===== src/aprt_pkg.sv =====
// Purpose: Constants for the alert pin source routing block
// Assumes: 250 MHz clock, 24-bit routing registers
// Notes:   Bit layout is shared by both routing registers and the enable mask
package aprt_pkg;
	localparam int          APRT_REG_W        = 24;
	localparam int          APRT_ADDR_W       = 8;
	localparam int          APRT_NUM_PINS     = 2;
	// Register offsets
	localparam logic [7:0]  APRT_FIRST_ROUTE_ADDR  = 8'h27;
	localparam logic [7:0]  APRT_SECOND_ROUTE_ADDR = 8'h28;
	localparam logic [23:0] APRT_ROUTE_RESET       = 24'h000000;
	// Field positions
	localparam int          APRT_OC_LSB       = 20;
	localparam int          APRT_UC_LSB       = 16;
	localparam int          APRT_OV_LSB       = 12;
	localparam int          APRT_UV_LSB       = 8;
	localparam int          APRT_OP_LSB       = 4;
	localparam int          APRT_ACC_BIT      = 3;
	localparam int          APRT_TALLY_BIT    = 2;
	localparam int          APRT_CC_BIT       = 1;
	localparam int          APRT_UNUSED_BIT   = 0;
	// Writable bits: bit 0 is unimplemented
	localparam logic [23:0] APRT_WRITE_MASK   = 24'hFFFFFE;
	// Timing
	localparam int          APRT_CLK_PERIOD_PS = 4000;
	// Conversion pulse width, 5 us, held in ns
	localparam int          APRT_CC_PULSE_NS   = 5000;
	// Multiply before dividing so integer division cannot cut it to 1000 cycles
	localparam int          APRT_CC_PULSE_CYC  = (APRT_CC_PULSE_NS * 1000) / APRT_CLK_PERIOD_PS;
	localparam int          APRT_CNT_W         = 11;
endpackage : aprt_pkg


===== src/aprt_alert_routing.sv =====
// Purpose: Routes monitoring events onto the two alert pins
// Assumes: Event inputs come from logic on the same clock; the pin input is asynchronous
// Notes:   Routing registers reached by a simple single-cycle register port
`timescale 1ns/1ps
`default_nettype none

// Behaviour
// (RQ1) Bits 6..4 route overpower, channels 2..4
// (RQ2) Bit 3 routes accumulator fullness
// (RQ3) Bit 2 routes sample tally fullness
// (RQ4) First pin bit 1: 5 us conversion pulse
// (RQ5) Conversion pulse only in alert mode
// (RQ6) Alert mode disables low-rate sampling input
// (RQ7) Bit 0 ignores writes, reads zero
// (RQ8) Second routing register at 28H, resets zero
// (RQ9) Second routing only acts in alert mode
// (RQ10) Only globally enabled sources reach pins
// (RQ11) Host disables alerts before changing limits
// (RQ12) Bits 23..20 route overcurrent, channels 1..4
// (RQ13) Bits 19..16 route undercurrent, channels 1..4
// (RQ14) Bit 15 routes channel 1 overvoltage
// (RQ15) Overvoltage, undervoltage bits; second pin pulse
// (RQ16) Pin asserts on OR of routed sources
// (RQ17) First routing register at 27H, same layout
// (RQ18) Bit 7 routes channel 1 overpower
module aprt_alert_routing
	import aprt_pkg::*;
(
	input  wire logic                   clock,
	input  wire logic                   rstn,
	input  wire logic [APRT_ADDR_W-1:0] reg_addr,
	input  wire logic                   reg_wr,
	input  wire logic                   reg_rd,
	input  wire logic [APRT_REG_W-1:0]  reg_wdata,
	output logic      [APRT_REG_W-1:0]  reg_rdata,
	input  wire logic [3:0]             overcurrent,
	input  wire logic [3:0]             undercurrent,
	input  wire logic [3:0]             overvoltage,
	input  wire logic [3:0]             undervoltage,
	input  wire logic [3:0]             overpower,
	input  wire logic                   accumulator_full,
	input  wire logic                   sample_tally_full,
	input  wire logic                   conversion_done,
	input  wire logic [APRT_REG_W-1:0]  global_alert_enable,
	input  wire logic                   first_pin_is_alert,
	input  wire logic                   second_pin_is_alert,
	input  wire logic                   first_alert_pin_i,
	output logic                        first_alert_pin_o,
	output logic                        first_alert_pin_oe,
	output logic                        second_alert_pin_o,
	output logic                        second_alert_pin_oe,
	output logic                        slow_sample_req
);

	logic [APRT_REG_W-1:0]  route_r     [APRT_NUM_PINS];
	logic [APRT_REG_W-1:0]  route_nxt   [APRT_NUM_PINS];
	logic [APRT_CNT_W-1:0]  cc_cnt_r    [APRT_NUM_PINS];
	logic [APRT_CNT_W-1:0]  cc_cnt_nxt  [APRT_NUM_PINS];
	logic [APRT_NUM_PINS-1:0] alert_r;
	logic [APRT_NUM_PINS-1:0] alert_nxt;
	logic [APRT_NUM_PINS-1:0] pin_mode;
	logic [APRT_REG_W-1:0]  rdata_nxt;
	logic [APRT_REG_W-1:0]  rdata_r;
	logic                   sync1_r;
	logic                   sync2_r;
	logic                   slow_r;
	logic                   slow_nxt;
	logic [APRT_REG_W-1:0]  src_vec     [APRT_NUM_PINS];

	localparam logic [APRT_CNT_W-1:0] CC_LOAD = APRT_CNT_W'(APRT_CC_PULSE_CYC);
	localparam logic [7:0] ROUTE_ADDR [APRT_NUM_PINS] = '{APRT_FIRST_ROUTE_ADDR,
		APRT_SECOND_ROUTE_ADDR};

	assign pin_mode = {second_pin_is_alert, first_pin_is_alert};

	// Per pin: routing register, conversion pulse timer, alert combine
	for (genvar p = 0; p < APRT_NUM_PINS; p++)
	begin : g_pin
		// Source vector laid out exactly like the routing register
		always_comb
		begin
			src_vec[p]                                  = '0;
			src_vec[p][APRT_OC_LSB +: 4]                = {<<{overcurrent}};  // RQ12
			src_vec[p][APRT_UC_LSB +: 4]                = {<<{undercurrent}}; // RQ13
			src_vec[p][APRT_OV_LSB +: 4]                = {<<{overvoltage}};  // RQ14 RQ15
			src_vec[p][APRT_UV_LSB +: 4]                = {<<{undervoltage}}; // RQ15
			src_vec[p][APRT_OP_LSB +: 4]                = {<<{overpower}};    // RQ1 RQ18
			src_vec[p][APRT_ACC_BIT]                    = accumulator_full;   // RQ2
			src_vec[p][APRT_TALLY_BIT]                  = sample_tally_full;  // RQ3
			src_vec[p][APRT_CC_BIT]                     = (cc_cnt_r[p] != '0); // RQ4 RQ15
		end

		// Next state: register write, pulse timer, gated OR of sources
		always_comb
		begin
			route_nxt[p] = route_r[p];
			if (reg_wr && reg_addr == ROUTE_ADDR[p])
				route_nxt[p] = reg_wdata & APRT_WRITE_MASK; // RQ7 RQ8 RQ17
			cc_cnt_nxt[p] = cc_cnt_r[p];
			// Retrigger restarts the full width so back to back cycles never shorten it
			if (conversion_done && route_r[p][APRT_CC_BIT])
				cc_cnt_nxt[p] = CC_LOAD; // RQ4
			else if (cc_cnt_r[p] != '0)
				cc_cnt_nxt[p] = cc_cnt_r[p] - 1'b1;
			// Only sources enabled both globally and in routing reach the pin
			alert_nxt[p] = pin_mode[p] && |(src_vec[p] & route_r[p] & global_alert_enable); // RQ5 RQ9 RQ10 RQ16
		end

		// Registers
		always_ff @(posedge clock or negedge rstn)
		begin
			if (!rstn)
			begin
				route_r[p]  <= APRT_ROUTE_RESET;
				cc_cnt_r[p] <= '0;
				alert_r[p]  <= 1'b0;
			end
			else
			begin
				route_r[p]  <= route_nxt[p];
				cc_cnt_r[p] <= cc_cnt_nxt[p];
				alert_r[p]  <= alert_nxt[p];
			end
		end
	end

	// Read data and low-rate sampling input
	always_comb
	begin
		rdata_nxt = rdata_r;
		if (reg_rd)
		begin
			if (reg_addr == APRT_FIRST_ROUTE_ADDR)
				rdata_nxt = route_r[0]; // RQ17
			else if (reg_addr == APRT_SECOND_ROUTE_ADDR)
				rdata_nxt = route_r[1]; // RQ8
			else
				rdata_nxt = '0;
		end
		// Pin input is ignored while it serves as an alert output
		slow_nxt = first_pin_is_alert ? 1'b0 : sync2_r; // RQ6
	end

	// Registers: read data, input synchroniser
	always_ff @(posedge clock or negedge rstn)
	begin
		if (!rstn)
		begin
			rdata_r <= '0;
			sync1_r <= 1'b0;
			sync2_r <= 1'b0;
			slow_r  <= 1'b0;
		end
		else
		begin
			rdata_r <= rdata_nxt;
			sync1_r <= first_alert_pin_i;
			sync2_r <= sync1_r;
			slow_r  <= slow_nxt;
		end
	end

	assign reg_rdata           = rdata_r;
	assign first_alert_pin_o   = alert_r[0];
	assign second_alert_pin_o  = alert_r[1];
	assign first_alert_pin_oe  = first_pin_is_alert;
	assign second_alert_pin_oe = second_pin_is_alert;
	assign slow_sample_req     = slow_r;
endmodule : aprt_alert_routing // aprt_alert_routing

`default_nettype wire


===== config.mk =====
export PLATFORM = sky130hd
export DESIGN_NAME = aprt_alert_routing
export DESIGN_NICKNAME = d
export VERILOG_FILES = /design/src/aprt_pkg.sv /design/src/aprt_alert_routing.sv
export SDC_FILE = /design/constraint.sdc
export NUM_CORES = 1
export LEC_CHECK = 0
export ABC_AREA = 1
export BUFFER_PORTS_ARGS = -buffer_cell sky130_fd_sc_hd__buf_2
export CELL_PAD_IN_SITES_DETAIL_PLACEMENT = 0
export CELL_PAD_IN_SITES_GLOBAL_PLACEMENT = 1
export CORE_MARGIN = 3
export CORE_UTILIZATION = 42
export DETAILED_ROUTE_END_ITERATION = 6
export PLACE_DENSITY_LB_ADDON = 0.1
export SLEW_MARGIN = 15
export SYNTH_ARGS = -nofsm -noshare
export SYNTH_HDL_FRONTEND = slang
export SYNTH_SLANG_ARGS = --single-unit

===== constraint.sdc =====
create_clock -name clock -period 3.3 [get_ports clock]
set_input_delay 0.165 -clock clock [delete_from_list [all_inputs] [get_ports clock]]
set_output_delay 0.165 -clock clock [all_outputs]
set_load 0.01 [all_outputs]

==> impl_metrics.csv, run 1 <==
group,metric,value,unit
route,drc,0,
route,first_pass_iters,4,
worst_hold_path,worstHoldStart,"second_pin_is_alert",
timing,finalClockSkew,0.0104,ns
route,drtIter0Drc,317,
setup_path,rrSetupSlack,1.64,ns
die,rows,38,
yosys,ys_seq_area_frac,0.490,
clock_tree,cts_tree,"done",
cells_and_area,area_growth,19.1,%
setup_path,cp_slowest_cell,"dfrtp_1",
timing,worst_hold_slack,0.0643,ns
yosys,ys_warn_count,0,
cells_and_area,fin_nets,840,
pwr,powerDensity,502,nW/um^2
route,wl_per_cell,14.7,microns
place,gp_congestion,0.846,
route,routed_wl,13200,microns
setup_path,worstPathArrival,1.91,ns
yosys,ys_types,26,
pwr,p_leak,3.31,nW
setup_path,rr_worst_depth,8,
route,dr_total_vias,4479,
setup_path,r2r-end,"cc_cnt_r[0]",
clock_tree,clk_pin_slew_worst_paths,0.06,ns
timing,grt_setup_unrepaired,"false",
worst_hold_path,worstHoldPathType,"in -> reg",
yosys,synthesis.area,4910,sq um
yosys,syn_nets,736,
global_route,grt_pass1_wl,21400,microns
worst_hold_path,hold_end,"second_alert_pin_o",
route,ant_nets,0,
timing,max_freq,602,MHz
timing,maxSlewViolCount,0,
setup_path,cpMostUsedCell,"inv_1",
timing,tightest_slew,0.820,ns
cells_and_area,layout_commonest_cell,"nand2_1",
setup_path,cp_cell_sequence,"inv_1 -> ha_1 -> inv_1 -> nor2_1 -> nand3_1 -> nor2_2 -> nand2_1 -> o21ai_0",
global_route,grtUsageTotal,0.210,
yosys,syn_inst,646,
clock_tree,cts_setup_buffers,0,
status,status,"complete, no violations",
clock_tree,cts_sinks,96,
cells_and_area,final_cell_mix,"nand2_1, nand3_1, buf_2",
cells_and_area,drive_above_1_share,0.183,
timing,finalCriticalPeriod,1.66,ns
global_route,overflow,0,
place,port_buffers,111,
setup_path,crit_type,"reg -> reg",
clock_tree,root_buffer,"clkbuf_16",
timing,tns,0,ns
die,die_w,114,microns
job,drv_cap,0,
clock_tree,htree_levels,3,
global_route,grt_max_degree,56,
clock_tree,clkLatencyLatePin,0.35,ns
die,io_pins,115,
die,core,11100,sq um
die,start_util,0.441,
timing,slew_headroom,0.453,
die,die-area,13000,sq um
setup_path,path_max_fanout,7,
setup_path,r2r-start,"cc_cnt_r[0]",
clock_tree,clock_path_buffers,2,
global_route,grt_pass1_vias,4355,
setup_path,cp-end-kind,"flip-flop",
place,place_worst_setup_slack,1.46,ns
setup_path,cp-start-kind,"flip-flop",
timing,hold_viol,0,
die,die_h,114,microns
route,vias_per_cell,5.00,
cells_and_area,fill_cells,1133,
timing,setup_viol,0,
global_route,antenna_found_initial,1,
yosys,syn_area_per_cell,7.59,sq um
timing,period_share,0.504,
cells_and_area,n_antenna_cell,0,
place,hpwl,9360,microns
clock_tree,cts_buffers,9,
yosys,ys_ff_latch,96,
pwr,ir_drop,353,uV
setup_path,required,3.55,ns
worst_hold_path,hold_depth,3,
setup_path,slowest_delay,0.38,ns
timing,fin_ws,1.64,ns
layout make-up:
cell class,instances,area (sq um),share of cell area
Sequential cell,96,2400,0.411
Multi-Input combinational cell,453,2070,0.354
Timing Repair Buffer,119,626,0.107
Inverter,71,267,0.0456
Clock buffer,14,264,0.0452
Tap cell,140,175,0.0300
Clock inverter,2,37.5,0.00643
layer usage:
layer	vias up	part of all wire	GRT usage
met3	17	0.049	0.0513
met1	2104	0.43	0.271
li1	2273	-	-
met5	-	0.00099	0
met2	83	0.50	0.350
met4	2	0.017	0.0673
synthesized netlist by cell type, drive strengths merged:
cell type  number  share of area
a21oi           5         0.0051
o21ai          57          0.058
o211ai          1         0.0015
nand4           6         0.0077
nor3            7          0.014
ha              4          0.010
nand3b          2         0.0031
inv            71          0.054
conb            1        0.00076
nand2         208           0.16
nor4            2         0.0025
nor2b           1         0.0013
nand3         114           0.12
nor2           43          0.034
clkbuf          6         0.0046
dfrtp          96           0.49
xor2            1         0.0018
or2             1         0.0013
buf            20          0.030
state kept, by name, indices dropped and copies added (netlist names):
register	flops
first_alert_pin_o	1
cc_cnt_r	22
reg_rdata	23
slow_sample_req	1
second_alert_pin_o	1
sync2_r	1
sync1_r	1
route_r	46
through the flow:
stage	power [mW]	cell area [sq um]	std cells	utilization
6_report	2.93	5840	895	0.525
5_1_grt	3.11	5840	895	0.525
4_1_cts	2.96	5840	895	0.525
3_5_place_dp	1.89	5510	876	0.495
3_3_place_gp	1.87	5510	876	0.495
2_1_floorplan	1.71	4910	646	-
report_power, final:
part | leakage (nW) | total (mW) | switching, mW | internal [mW]
clock | 0.143 | 1.07 | 0.436 | 0.630
combinational | 1.90 | 0.480 | 0.298 | 0.182
sequential | 1.27 | 1.39 | 0.0931 | 1.29
worst max path at each step:
| stage | slack (ns) | startpoint | endpoint |
|---|---|---|---|
| 6_report | 1.64 | cc_cnt_r[0] | cc_cnt_r[0] |
| 2_1_floorplan | 1.93 | cc_cnt_r[0] | cc_cnt_r[1] |
| 3_5_place_dp | 1.46 | reg_addr[2] | route_r[9] |
| 5_1_grt | 1.39 | cc_cnt_r[0] | cc_cnt_r[0] |
| 3_3_place_gp | 1.54 | reg_addr[2] | route_r[6] |
| 4_1_cts | 1.59 | cc_cnt_r[0] | cc_cnt_r[0] |
cells by family (layout without fill, tap and decap cells):
kind of cell | count (synthesis) | after routing | share of synthesized area
other cells | 1 | 1 | 0.000764
xor+xnor | 1 | 1 | 0.00179
simple gates | 384 | 384 | 0.344
fa+ha+maj | 4 | 4 | 0.0102
buf+inv | 97 | 206 | 0.0885
flops | 96 | 96 | 0.490
compound gates | 63 | 63 | 0.0648
worst max-delay path: cells and delay by family, from the launching register on:
family,cells,cell delay (ns)
simple gates,4,0.55
buf+inv,2,0.21
compound gates,1,0.24
flops,1,0.38
fa+ha+maj,1,0.18
what timing repair did:
action,4_1_cts,5_1_grt
endpoints found under the hold margin,55,0
hold buffers,3,0
gates resized for setup,0,0
Note: power is estimated with default switching activity, not from simulation.
==> inputs of run 2 (changes only) <==
- CORE_UTILIZATION: 42 -> 35
- clock period: 3.3 -> 1.35 ns (I/O delays scaled with it)
==> impl_metrics.csv, run 2 (same netlist as run 1, synthesis figures left out) <==
group,metric,value,unit
status,status,"finished, violations left",
status,violations,"negative hold slack, negative setup slack",
worst_hold_path,worstHoldStart,"reg_wdata[22]",
pwr,seq_power_share,0.412,
place,port_buffers,111,
place,placed_area,5850,sq um
die,die_h,124,microns
pwr,p_leak,3.63,nW
pwr,ir_drop,715,uV
timing,period_share,1.01,
global_route,overflow,0,
timing,max_freq,730,MHz
setup_path,crit_end,"cc_cnt_r[1]",
place,gp_congestion,0.823,
timing,tns,-0.0361,ns
clock_tree,htree_levels,3,
cells_and_area,layout_commonest_cell,"nand2_1",
die,io_pins,115,
setup_path,worstPathArrival,1.61,ns
setup_path,startpoint,"cc_cnt_r[0]",
route,first_pass_iters,4,
route,ant_nets,0,
route,drc,0,
setup_path,rrSetupSlack,-0.02,ns
setup_path,cp-start-kind,"flip-flop",
place,dp.cells,939,
setup_path,r2r-end,"cc_cnt_r[1]",
job,drv_cap,0,
place,place_worst_setup_slack,-0.146,ns
pwr,pwr-share-clk,0.356,
clock_tree,cts_tree,"done",
timing,fin_ws,-0.0198,ns
global_route,grt_max_degree,47,
worst_hold_path,worstHoldPathType,"in -> reg",
global_route,antenna_found_initial,1,
setup_path,required,1.59,ns
timing,maxSlewViolCount,0,
global_route,grt_pass1_vias,4776,
pwr,p_int,5.92,mW
cells_and_area,largest_register_ffs,46,
die,rows,42,
clock_tree,clock_path_buffers,2,
clock_tree,cts_sinks,96,
setup_path,r2r-start,"cc_cnt_r[0]",
pwr,p_switching,2.41,mW
cells_and_area,drive_above_1_share,0.265,
setup_path,path_max_fanout,7,
cells_and_area,stdcell_count,985,
route,dr_total_vias,4670,
die,die_w,124,microns
clock_tree,root_buffer,"clkbuf_16",
setup_path,crit_type,"reg -> reg",
route,routed_wl,14600,microns
die,die-area,15500,sq um
timing,hold_viol,2,
global_route,grtUsageTotal,0.194,
route,wl_per_cell,14.8,microns
cells_and_area,fin_nets,895,
place,hpwl,10300,microns
cells_and_area,largest_register,"route_r",
timing,finalCriticalPeriod,1.37,ns
cells_and_area,final_cell_mix,"nand2_1, buf_2, nand3_1",
route,drtIter0Drc,315,
cells_and_area,n_antenna_cell,0,
route,vias_per_cell,4.74,
setup_path,cp-end-kind,"flip-flop",
cells_and_area,design_area,6680,sq um
pwr,powerDensity,1250,nW/um^2
pwr,power_switching_share,0.289,
timing,setup_viol,4,
clock_tree,cts_buffers,9,
pwr,power_frac_comb,0.232,
clock_tree,clkLatencyLatePin,0.35,ns
timing,grt_setup_unrepaired,"true",
timing,worst_hold_slack,-0.00412,ns
cells_and_area,area_growth,36.2,%
setup_path,rr_worst_depth,9,
die,start_util,0.365,
global_route,grt_pass1_wl,24200,microns
die,core,13500,sq um
clock_tree,clk_pin_slew_worst_paths,0.07,ns
timing,finalClockSkew,0.00631,ns
-- run 2: changes by cell type in the layout (fill, tap and decap cells not counted), sizes merged --
cell	delta
buf	+32
dlygate4sd3	+23
clkbuf	-4
bufinv	+2
clkinv	+1
clkinvlp	-1
inv	+1
-- run 2: cell type report --
type / instances / area [sq um]
repair buffers: 174 / 1200
well taps: 176 / 220
flip-flops and latches: 96 / 2400
clock inverters: 5 / 104
multi-input cells: 453 / 2250
inverters: 71 / 269
clock buffers: 10 / 239
fillers: 1401 / 6770
-- run 2: worst min path at each step --
stage                        end  slack, ns  cells past startpoint
floorplan            cc_cnt_r[0]      -0.23                      0
global placement    cc_cnt_r[19]       0.01                      1
detailed placement  cc_cnt_r[19]      0.007                      1
CTS                  route_r[22]      0.001                      3
global route         route_r[22]       0.01                      3
finish               route_r[22]     -0.004                      3
-- run 2: worst max-delay path, stage by stage, from the launching register on --
cell     delay [ns]
dfrtp_1        0.39
inv_2          0.10
ha_4           0.13
inv_2          0.03
nor2_2         0.09
nand3_2        0.10
nor2_4         0.17
nand2_4        0.11
nand2_2        0.07
o21ai_1        0.06
-- run 2: what timing repair did --
action                                  4_1_cts  5_1_grt
endpoints found under the setup margin       22       24
gates resized for setup                      28       36
setup buffers                                 7        1
gates cloned                                  0        0
hold buffers                                 26        0
hold endpoints to repair                    143        0
pin swaps                                    12       22
-- run 2: per-layer routing --
metal	part of all wire	routed length [microns]	vias up	GRT usage
met5	0.00048	7	-	0
li1	-	-	2389	-
met2	0.51	7390	89	0.339
met3	0.045	654	17	0.0433
met4	0.016	239	2	0.0567
met1	0.43	6300	2173	0.239
-- run 2: metrics by stage --
| stage | hold WS [ns] | power, mW | utilization |
|---|---|---|---|
| 6_report | -0.00412 | 8.33 | 0.497 |
| 5_1_grt | 0.0118 | 8.84 | 0.497 |
| 4_1_cts | 0.00140 | 8.19 | 0.488 |
| 3_5_place_dp | 0.00725 | 4.91 | 0.435 |
| 3_3_place_gp | 0.0126 | 4.88 | 0.435 |
| 2_1_floorplan | -0.228 | 4.17 | - |
-- run 2: power by group through the flow --
stage	Clock (mW)	Combinational, mW	Sequential (mW)
after floorplan	0	0.783	3.39
after global placement	0	1.46	3.42
after detailed placement	0	1.48	3.42
after CTS	3.08	1.73	3.39
after global routing	3.18	2.19	3.47
final	2.97	1.93	3.43
